===== src/spp_pkg.sv =====
// Package for the sigma-delta converter's parallel host port
// Assumes SYS_CLK at 50 MHz stands in for the master clock
package spp_pkg;
  localparam int          DATA_W          = 16;
  localparam int          RESULT_W        = 24;
  localparam int          ADDR_W          = 8;
  // Write must hold select low this many internal clock periods
  localparam logic [2:0]  WR_MIN_INTERNAL_CLOCK     = 3'h4;
  // Control register address and bit positions
  localparam logic [7:0]  CTRL_ADDR       = 8'h01;
  localparam int          CTRL_HALVE_BIT  = 3;
  localparam int          CTRL_RDBK_BIT   = 4;
  localparam int          CTRL_STAT_BIT   = 5;
  localparam logic [15:0] CTRL_RESET      = 16'h0000;
  // Status byte positions inside the low result word
  localparam int          ST_VALID        = 7;
  localparam int          ST_OVR          = 6;
  localparam int          ST_UNFILT       = 5;
  localparam int          ST_LOWPWR       = 4;
  localparam int          ST_FILTER_GOOD_FLAG       = 3;
  localparam int          ST_DOWNLOAD_GOOD_FLAG         = 2;
  // Default valid delay in internal clocks (2x filter + computation delay)
  localparam int          VALID_DLY_DEF   = 32'd4096;

  typedef enum logic [1:0] {
    SPP_IDLE  = 2'b00,
    SPP_RD_HI = 2'b01,
    SPP_RD_LO = 2'b10,
    SPP_WR    = 2'b11
  } spp_state_t;

  // Status flags as they ride the low result word
  typedef struct packed {
    logic valid;
    logic overrange;
    logic unfiltered;
    logic low_power;
    logic filter_good;
    logic download_good;
  } spp_flags_t;
endpackage


===== src/spp_host_port.sv =====
// Parallel host port: conventional two-word reads, modulator streaming,
// two-step register writes and register readback.
// Assumes host pins are asynchronous to SYS_CLK; conversion data arrives as pulses.
`timescale 1ns/10ps
module spp_host_port #(
  parameter int VALID_DLY = spp_pkg::VALID_DLY_DEF
) (
  // Clock and reset
  input  wire logic                       SYS_CLK,
  input  wire logic                       RESET_N,
  // Host bus pins
  input  wire logic                       CS_N,
  input  wire logic                       RD_WR_N,
  input  wire logic [15:0]                DATA_IN,
  output logic      [15:0]                DATA_OUT,
  output logic                            DATA_OE,
  output logic                            RESULT_STROBE_N,
  // Converter side
  input  wire logic                       RESULT_LOAD,
  input  wire logic [23:0]                RESULT_DATA,
  input  wire logic                       MOD_MODE,
  input  wire logic                       MOD_LOAD,
  input  wire logic [15:0]                MOD_DATA,
  input  wire spp_pkg::spp_flags_t        FLAGS_IN,
  input  wire logic [15:0]                READBACK_DATA,
  // Register write port to the register map
  output logic                            REG_WR,
  output logic [7:0]                      REG_ADDR,
  output logic [15:0]                     REG_WDATA,
  output logic [15:0]                     CTRL_REG,
  output logic                            INTERNAL_CLOCK_TICK
);
  // Refuse a valid delay that the counter cannot express
  if (VALID_DLY < 1) begin : g_bad_dly
    $error("VALID_DLY must be at least one");
  end

  // Pin synchronisers
  logic [1:0]  cs_sync_r;
  logic [1:0]  rd_sync_r;
  logic [15:0] din_s1_r;
  logic [15:0] din_s2_r;

  always_ff @(posedge SYS_CLK or negedge RESET_N) begin
    if (!RESET_N) begin
      cs_sync_r <= 2'h3;
      rd_sync_r <= 2'h3;
      din_s1_r  <= 16'h0000;
      din_s2_r  <= 16'h0000;
    end else begin
      cs_sync_r <= {cs_sync_r[0], CS_N};
      rd_sync_r <= {rd_sync_r[0], RD_WR_N};
      din_s1_r  <= DATA_IN;
      din_s2_r  <= din_s1_r;
    end
  end

  logic cs_n_s;
  logic rd_s;
  assign cs_n_s = cs_sync_r[1];
  assign rd_s   = rd_sync_r[1];

  // Internal clock derived from the master clock
  logic tick;
  spp_internal_clock_gen u_internal_clock (
    .sys_clk       (SYS_CLK),
    .reset_n       (RESET_N),
    .clock_halve_n (CTRL_REG[spp_pkg::CTRL_HALVE_BIT]),
    .internal_clock_tick     (tick)
  );

  always_ff @(posedge SYS_CLK or negedge RESET_N) begin
    if (!RESET_N) INTERNAL_CLOCK_TICK <= 1'b0;
    else          INTERNAL_CLOCK_TICK <= tick;
  end

  // Sampled pin state, updated only on internal clock ticks so every
  // timing check counts internal clock periods, not master cycles
  logic cs_n_r;
  logic rd_r;
  always_ff @(posedge SYS_CLK or negedge RESET_N) begin
    if (!RESET_N) begin
      cs_n_r <= 1'b1;
      rd_r   <= 1'b1;
    end else if (tick) begin
      cs_n_r <= cs_n_s;
      rd_r   <= rd_s;
    end
  end

  logic read_act;
  logic write_act;
  assign read_act  = !cs_n_r && !rd_r;
  assign write_act = !cs_n_r && rd_r;

  // Bus state machine: which word a read returns, or a write in progress
  spp_pkg::spp_state_t state_r;
  spp_pkg::spp_state_t state_nxt;

  // Conversion result and status captured on each load
  logic [23:0]         result_r;
  spp_pkg::spp_flags_t flags_r;
  logic [7:0]          status_byte;
  // Low word goes out next; a fresh result clears it, so a slow host never pairs
  // the halves of two conversions, unless the result lands during a high-word read
  logic                lo_next_r;

  // Register write path
  logic [7:0]          addr_r;
  logic                addr_pend_r;
  logic [2:0]          wr_cnt_r;
  logic                wr_done_r;

  // Readback requests left by a control write
  logic                rdbk_pend_r;
  logic                stat_pend_r;

  // Valid delay counter, counted in internal clock ticks
  localparam int       VCNT_W = $clog2(VALID_DLY + 1);
  logic [VCNT_W-1:0]   vcnt_r;
  logic                data_ready;

  // Events of this cycle
  logic                stream_act;
  logic                conv_load;
  logic                mod_load;
  logic                read_start;
  logic                read_end;
  logic                wr_take;
  logic                reg_commit;
  logic                ctrl_wr;

  // Streaming needs modulator mode and a read held on both pins
  assign stream_act = MOD_MODE && read_act;
  // A result load is ignored in modulator mode; the modulator owns the bus then
  assign conv_load  = !MOD_MODE && RESULT_LOAD;
  assign mod_load   = stream_act && MOD_LOAD;
  // Read edges as seen by the state machine
  assign read_start = (state_r == spp_pkg::SPP_IDLE) && read_act && !MOD_MODE;
  assign read_end   = ((state_r == spp_pkg::SPP_RD_HI) || (state_r == spp_pkg::SPP_RD_LO)) && !read_act;
  // The bus word is taken once, on the tick that completes the low time
  assign wr_take    = (state_r == spp_pkg::SPP_WR) && write_act && tick && !wr_done_r &&
                      (wr_cnt_r == (spp_pkg::WR_MIN_INTERNAL_CLOCK - 3'h1));
  // A taken word is data when an address is already pending
  assign reg_commit = wr_take && addr_pend_r;
  assign ctrl_wr    = reg_commit && (addr_r == spp_pkg::CTRL_ADDR);

  // Next state; reads and writes differ only in read-not-write, sampled
  // on the internal clock like chip select
  always_comb begin
    state_nxt = state_r;
    case (state_r)
      spp_pkg::SPP_IDLE: begin
        if (read_act && !MOD_MODE) begin
          if (lo_next_r && !rdbk_pend_r && !stat_pend_r) begin
            state_nxt = spp_pkg::SPP_RD_LO;
          end else begin
            state_nxt = spp_pkg::SPP_RD_HI;
          end
        end else if (write_act) begin
          state_nxt = spp_pkg::SPP_WR;
        end
      end
      spp_pkg::SPP_RD_HI: begin
        if (!read_act) begin
          state_nxt = spp_pkg::SPP_IDLE;
        end
      end
      spp_pkg::SPP_RD_LO: begin
        if (!read_act) begin
          state_nxt = spp_pkg::SPP_IDLE;
        end
      end
      spp_pkg::SPP_WR: begin
        if (!write_act) begin
          state_nxt = spp_pkg::SPP_IDLE;
        end
      end
      default: begin
        state_nxt = spp_pkg::SPP_IDLE;
      end
    endcase
  end

  // State register
  always_ff @(posedge SYS_CLK or negedge RESET_N) begin
    if (!RESET_N) begin
      state_r <= spp_pkg::SPP_IDLE;
    end else begin
      state_r <= state_nxt;
    end
  end

  // Each new result overwrites the output register, even in mid-read;
  // the valid flag is masked until the filter delay has run out
  always_ff @(posedge SYS_CLK or negedge RESET_N) begin
    if (!RESET_N) begin
      result_r <= 24'h000000;
      flags_r  <= '0;
    end else if (conv_load) begin
      result_r              <= RESULT_DATA;
      flags_r.valid         <= FLAGS_IN.valid && data_ready;
      flags_r.overrange     <= FLAGS_IN.overrange;
      flags_r.unfiltered    <= FLAGS_IN.unfiltered;
      flags_r.low_power     <= FLAGS_IN.low_power;
      flags_r.filter_good   <= FLAGS_IN.filter_good;
      flags_r.download_good <= FLAGS_IN.download_good;
    end
  end

  // Status byte of the low word; the two lowest bits stay zero
  always_comb begin
    status_byte                     = 8'h00;
    status_byte[spp_pkg::ST_VALID]  = flags_r.valid;
    status_byte[spp_pkg::ST_OVR]    = flags_r.overrange;
    status_byte[spp_pkg::ST_UNFILT] = flags_r.unfiltered;
    status_byte[spp_pkg::ST_LOWPWR] = flags_r.low_power;
    status_byte[spp_pkg::ST_FILTER_GOOD_FLAG] = flags_r.filter_good;
    status_byte[spp_pkg::ST_DOWNLOAD_GOOD_FLAG]   = flags_r.download_good;
  end

  // Word pointer: high word after a load, low word after the high one
  always_ff @(posedge SYS_CLK or negedge RESET_N) begin
    if (!RESET_N) begin
      lo_next_r <= 1'b0;
    end else if (conv_load) begin
      lo_next_r <= 1'b0;
    end else if (read_end && (state_r == spp_pkg::SPP_RD_HI) && !rdbk_pend_r && !stat_pend_r) begin
      lo_next_r <= 1'b1;
    end else if (read_end && (state_r == spp_pkg::SPP_RD_LO)) begin
      lo_next_r <= 1'b0;
    end
  end

  // Bus word; the high half goes first, readback words replace a result
  always_ff @(posedge SYS_CLK or negedge RESET_N) begin
    if (!RESET_N) begin
      DATA_OUT <= 16'h0000;
    end else if (mod_load) begin
      DATA_OUT <= MOD_DATA;
    end else if (read_start) begin
      if (rdbk_pend_r) begin
        DATA_OUT <= READBACK_DATA;
      end else if (stat_pend_r) begin
        DATA_OUT <= {8'h00, status_byte};
      end else if (lo_next_r) begin
        DATA_OUT <= {result_r[7:0], status_byte};
      end else begin
        DATA_OUT <= result_r[23:8];
      end
    end
  end

  // Drive starts from the tick-sampled read but ends on the raw synchronised
  // pins, so the bus floats three clocks after select or read-not-write rises
  always_ff @(posedge SYS_CLK or negedge RESET_N) begin
    if (!RESET_N) begin
      DATA_OE <= 1'b0;
    end else begin
      DATA_OE <= read_act && !cs_n_s && !rd_s;
    end
  end

  // Strobe falls with each new word and rises on the next internal tick;
  // the word is already settled, so it is valid at the rising edge
  always_ff @(posedge SYS_CLK or negedge RESET_N) begin
    if (!RESET_N) begin
      RESULT_STROBE_N <= 1'b1;
    end else if (conv_load || mod_load) begin
      RESULT_STROBE_N <= 1'b0;
    end else if (tick) begin
      RESULT_STROBE_N <= 1'b1;
    end
  end

  // Low time of a write, in internal clock ticks; saturates at the minimum
  always_ff @(posedge SYS_CLK or negedge RESET_N) begin
    if (!RESET_N) begin
      wr_cnt_r  <= 3'h0;
      wr_done_r <= 1'b0;
    end else if (state_r != spp_pkg::SPP_WR) begin
      wr_cnt_r  <= 3'h0;
      wr_done_r <= 1'b0;
    end else if (tick && write_act) begin
      if (wr_cnt_r != spp_pkg::WR_MIN_INTERNAL_CLOCK) begin
        wr_cnt_r <= wr_cnt_r + 3'h1;
      end
      if (wr_take) begin
        wr_done_r <= 1'b1;
      end
    end
  end

  // Address step; a read in between drops a pending address, which also
  // lets a host that lost count start over
  always_ff @(posedge SYS_CLK or negedge RESET_N) begin
    if (!RESET_N) begin
      addr_r      <= 8'h00;
      addr_pend_r <= 1'b0;
    end else if (read_act) begin
      addr_pend_r <= 1'b0;
    end else if (wr_take && !addr_pend_r) begin
      addr_r      <= din_s2_r[7:0];
      addr_pend_r <= 1'b1;
    end else if (wr_take) begin
      addr_pend_r <= 1'b0;
    end
  end

  // Register write strobe to the register map, one master cycle wide
  always_ff @(posedge SYS_CLK or negedge RESET_N) begin
    if (!RESET_N) begin
      REG_WR    <= 1'b0;
      REG_ADDR  <= 8'h00;
      REG_WDATA <= 16'h0000;
    end else begin
      REG_WR <= reg_commit;
      if (reg_commit) begin
        REG_ADDR  <= addr_r;
        REG_WDATA <= din_s2_r;
      end
    end
  end

  // Control register; the reset value leaves the internal clock halved
  always_ff @(posedge SYS_CLK or negedge RESET_N) begin
    if (!RESET_N) begin
      CTRL_REG <= spp_pkg::CTRL_RESET;
    end else if (ctrl_wr) begin
      CTRL_REG <= din_s2_r;
    end
  end

  // Readback requests; each serves only the next read
  always_ff @(posedge SYS_CLK or negedge RESET_N) begin
    if (!RESET_N) begin
      rdbk_pend_r <= 1'b0;
      stat_pend_r <= 1'b0;
    end else if (ctrl_wr) begin
      rdbk_pend_r <= din_s2_r[spp_pkg::CTRL_RDBK_BIT];
      stat_pend_r <= din_s2_r[spp_pkg::CTRL_STAT_BIT];
    end else if (read_end) begin
      rdbk_pend_r <= 1'b0;
      stat_pend_r <= 1'b0;
    end
  end

  // Valid delay restarts on every taken write word, so results stay marked
  // invalid until the filter has settled on the new settings
  always_ff @(posedge SYS_CLK or negedge RESET_N) begin
    if (!RESET_N) begin
      vcnt_r <= '0;
    end else if (wr_take) begin
      vcnt_r <= '0;
    end else if (tick && !data_ready) begin
      vcnt_r <= vcnt_r + 1'b1;
    end
  end

  // Ready once the full valid delay has been counted
  assign data_ready = (vcnt_r == VCNT_W'(VALID_DLY));
endmodule


===== src/spp_internal_clock_gen.sv =====
// Internal clock enable generator for the host port
// Assumes master clock is SYS_CLK; the halve select is a registered level
`timescale 1ns/10ps
module spp_internal_clock_gen (
  // Clock and reset
  input  wire logic sys_clk,
  input  wire logic reset_n,
  // Control
  input  wire logic clock_halve_n,
  // Internal clock tick, one master cycle wide at half rate, held high every cycle at full rate
  output logic      internal_clock_tick
);
  logic phase_r;

  // Full rate when halve bit is 1, every other master cycle when 0
  always_ff @(posedge sys_clk or negedge reset_n) begin
    if (!reset_n) begin
      phase_r   <= 1'b0;
      internal_clock_tick <= 1'b0;
    end else begin
      phase_r   <= ~phase_r;
      internal_clock_tick <= clock_halve_n | phase_r;
    end
  end
endmodule


===== config.mk =====
export PLATFORM = sky130hd
export DESIGN_NAME = spp_host_port
export DESIGN_NICKNAME = d
export VERILOG_FILES = /design/src/spp_pkg.sv /design/src/spp_host_port.sv /design/src/spp_internal_clock_gen.sv
export SDC_FILE = /design/constraint.sdc
export NUM_CORES = 1
export LEC_CHECK = 0
export BUFFER_PORTS_ARGS = -buffer_cell sky130_fd_sc_hd__clkbuf_2
export CAP_MARGIN = 30
export CORE_AREA = 8 8 145 147
export DETAILED_ROUTE_END_ITERATION = 10
export DIE_AREA = 0 0 153 155
export HOLD_SLACK_MARGIN = 0.12
export PLACE_DENSITY = 0.65
export SLEW_MARGIN = 20
export SYNTH_ARGS = -nofsm -noshare
export SYNTH_HDL_FRONTEND = slang
export SYNTH_SLANG_ARGS = --single-unit

===== constraint.sdc =====
create_clock -name SYS_CLK -period 2.3 [get_ports SYS_CLK]
set_clock_uncertainty 0.15 [all_clocks]
set_input_delay 0.23 -clock SYS_CLK [delete_from_list [all_inputs] [get_ports SYS_CLK]]
set_output_delay 0.23 -clock SYS_CLK [all_outputs]
set_load 0.02 [all_outputs]

==> reports/qor.csv <==
stage,metric,value,unit
synthesis,Synth Net Count,576,
placement,IO buf count,144,
setup_path,reg-to-reg endpoint,DATA_OUT[1]$_DFFE_PN0P_,
setup_path,R2R depth,7,
sta,final setup vio count,0,
synthesis,post-synthesis compound-gate area fraction,6.366,%
sta,Final WS setup,0.1323,ns
setup_path,WP buf/inv,3,
drt,DR vias,4673,
sta,Tcrit/Tclk final,94.25,%
sta,relative slew slack,65.37,%
synthesis,Yosys cell types,44,
clocking,clock latency at the later pin of the worst-skew pair,0.43,ns
drt,drt via density,4.788,
global_routing,vias in the first global route,5210,
setup_path,CP arrival,2.37,ns
clocking,H-tree depth,4,
sta,"Hold Vio Cnt, Final",0,
die,Die Area,0.02372,sq mm
global_routing,initial antenna violation count,1,
setup_path,startpoint of the worst-slack reg-to-reg timing path,cs_n_r$_DFFE_PN1P_,
placement,GP Congestion,0.7513,
clocking,Clk Tree Root Cell,clkbuf_16,
synthesis,netlist area before placement,0.006446,sq mm
drt,WL/cell,16.49,um
power_and_ir_drop,P_sw,2.134,mW
synthesis,synth cell count leaders,"dfrtp_1, mux2_2, o21ai_0",
sta,Final min period,2.168,ns
setup_path,Startpoint Class,flip-flop,
setup_path,family with the most delay on the worst path,buffers and inverters,
synthesis,mux cell area share after synthesis,17.22,%
synthesis,#FFs+latches synth,161,
synthesis,Synth Area in Adders,1.941,%
min_path,Hold Path Sink,result_r[3]$_DFFE_PN0P_,
sta,Max Freq,0.4613,GHz
synthesis,syn_area_per_cell,13.40,sq um
synthesis,most frequent cell after synthesis,dfrtp_1,
die,starting density of the core,34.01,%
synthesis,simple-gate share of the synthesized area,7.376,%
setup_path,worst-path fanout max,12,
synthesis,post-synth top area share,59.78,%
die,I/O pins,145,
setup_path,flop2flop setup slack,0.13,ns
power_and_ir_drop,pwr/cell area,827.7,mW/mm^2
drt,final wirelength,16090,um
drt,initial DRC count,171,
synthesis,Synth Instances,481,
global_routing,total gr overflow,0,
finish,Layout fillers,1649,
power_and_ir_drop,worst vdd ir,0.5545,mV
power_and_ir_drop,Pleak,4.391,nW
die,Rows,51,
setup_path,Crit. End Element,flip-flop,
sta,fin. max-slew vios,0,
drt,DRC errors left,0,
synthesis,YS warnings,0,
min_path,Hold Crit Depth,3,
power_and_ir_drop,Power Internal,5.318,mW
synthesis,Synth area leader,dfrtp_1,
finish,layout cells sized above 1,41.11,%
die,DIE WIDTH,153,um
finish,area grow syn2layout,39.67,%
synthesis,largest family of logic cells by synthesized area,multiplexers,
setup_path,worst-path cell chain,"nor3_1, buf_4, a21oi_2, buf_6, nand2_1, o31ai_1, dlygate4sd3_1",
drt,Detail Route Antenna Nets,0,
placement,pre-CTS WS,0.2008,ns
die,DIE HEIGHT,155,um
drt,1st-pass router iterations,6,
sta,setup repair after global routing missed its margin,false,
setup_path,"Req. time, crit path",2.51,ns
synthesis,XOR/XNOR Fraction of Synth Area,1.495,%
clocking,Worst-path clk slew,0.07,ns
run_status,run status,"finished, final reports clean",
min_path,Hold Path Origin,RESULT_LOAD,
finish,final core area utilization,47.51,%
synthesis,asr flop ratio synth,100.0,%
finish,multi-input gate area in the final layout,0.002240,sq mm
global_routing,pin count of the biggest net entering global routing,58,
power_and_ir_drop,clock power share,37.6,%
synthesis,Post-synth EDFFs,0,
finish,FF+latch area,0.004039,sq mm
sta,worst slew pin tran,0.5195,ns
synthesis,Synth Flop Type,dfrtp_1,
global_routing,global-route wire length before repair,26630,um
global_routing,Total GRT Usage,14.13,%
power_and_ir_drop,Sequential Power Share,44.4,%
flow_run,MaxCap Viol Count,0,
synthesis,sequential share of the synthesized area,62.64,%
min_path,worst hold-check path type,input pin to flip-flop,
synthesis,synth top area cells,"dfrtp_1, mux2_2, dfstp_2",
setup_path,Crit Path Category,flip-flop to flip-flop,
power_and_ir_drop,Logic pwr share,18.0,%
clocking,CTS Buffer Depth,2,
finish,fin nets,819,
power_and_ir_drop,switch share,28.64,%
clocking,clock sink count,161,
setup_path,CP max-delay cell,dfstp_2,
placement,DPL Wire Length,11080,um
setup_path,max incr delay on CP,0.61,ns
sta,Total Neg Setup Slack,0,ns
clocking,Num CTS Buffers,17,
die,core area,0.01895,sq mm
clocking,CTS tree,done,
[cell usage in the layout, fill, tap and decap left out, drive strengths merged, types with 5 or more instances in the layout]
cell type      n
clkbuf       161
dfrtp        154
mux2          95
dlygate4sd3   81
inv           29
o21ai         26
nor2          25
buf           25
a21oi         22
nand2         20
a221oi        10
ha            10
dfstp          7
xor2           7
nand3          6
nor2b          5
nor3           5
[layer usage]
metal | share of wire, % | vias to the layer above | global-route usage [%]
li1 | - | 2167 | -
met1 | 44 | 2320 | 16.67
met2 | 48 | 152 | 23.69
met3 | 5.5 | 34 | 4.189
met4 | 2.5 | 0 | 6.173
met5 | 0 | - | 0
[logic make-up (layout without fill, tap and decap cells)]
group / Yosys count / after routing
adders and majority gates: 10 / 10
xor gates and xnor gates: 11 / 11
other: 0 / 1
AOI/OAI and AO/OA: 68 / 68
muxes: 99 / 99
buffers and inverters: 44 / 300
DFF: 161 / 161
and+or+nand+nor: 88 / 88
[tightest hold or removal path, delay by kind of cell]
family / cells / cell delay (ns)
buf+inv: 1 / 0.08
mux: 1 / 0.22
simple gates: 1 / 0.16
[repair_timing]
action | 4_1_cts | 5_1_grt
hold endpoints to repair | 219 | 0
resized for setup | 0 | 3
hold buffers | 81 | 0
setup buffers | 0 | 3
setup endpoints to repair | 0 | 2
[power by group through the flow]
stage | registers [mW] | logic (mW) | clock network (mW)
after floorplan | 3.45 | 0.596 | 0
final | 3.31 | 1.34 | 2.80
after CTS | 3.31 | 1.33 | 2.88
after global routing | 3.34 | 1.50 | 3.02
after detailed placement | 3.36 | 1.20 | 0
after global placement | 3.34 | 1.16 | 0
[flip-flops by register name (all words and copies together) (netlist names), 13 cells and up]
| name | cells |
|---|---|
| DATA_OUT | 16 |
| result_r | 24 |
| CTRL_REG | 16 |
| REG_WDATA | 16 |
| din_s1_r | 16 |
| vcnt_r | 13 |
| din_s2_r | 16 |
[worst max-delay path by stage]
stage	from	end	slack, ns	cells after the start
detailed placement	wr_cnt_r[1]$_DFFE_PN0P_	CTRL_REG[1]$_DFFE_PN0P_	0.20	7
global route	cs_n_r$_DFFE_PN1P_	DATA_OUT[0]$_DFFE_PN0P_	0.002	7
finish	cs_n_r$_DFFE_PN1P_	DATA_OUT[1]$_DFFE_PN0P_	0.13	7
CTS	rd_r$_DFFE_PN1P_	DATA_OUT[0]$_DFFE_PN0P_	0.03	7
global placement	wr_cnt_r[1]$_DFFE_PN0P_	CTRL_REG[6]$_DFFE_PN0P_	0.26	7
floorplan	wr_cnt_r[1]$_DFFE_PN0P_	CTRL_REG[10]$_DFFE_PN0P_	0.17	8
[per-stage QoR]
step	power, mW	instances	hold WS [ns]	instance area [sq um]
after global placement	4.502	859	0.07233	7569
final	7.452	976	0.1564	9004
after CTS	7.516	972	0.1320	8970
after detailed placement	4.557	859	0.07638	7569
after global routing	7.854	976	0.1433	9004
after floorplan	4.047	481	-0.2156	6446
[cell type report]
type | instances | area share (%)
flip-flops and latches | 161 | 44.86
repair buffers | 249 | 19.58
diodes | 1 | 0.02779
multi-input cells | 276 | 24.87
clock buffers | 18 | 4.767
clock inverters | 14 | 1.793
inverters | 19 | 0.7921
well taps | 238 | 3.307
(Power assumes the default switching activity.)
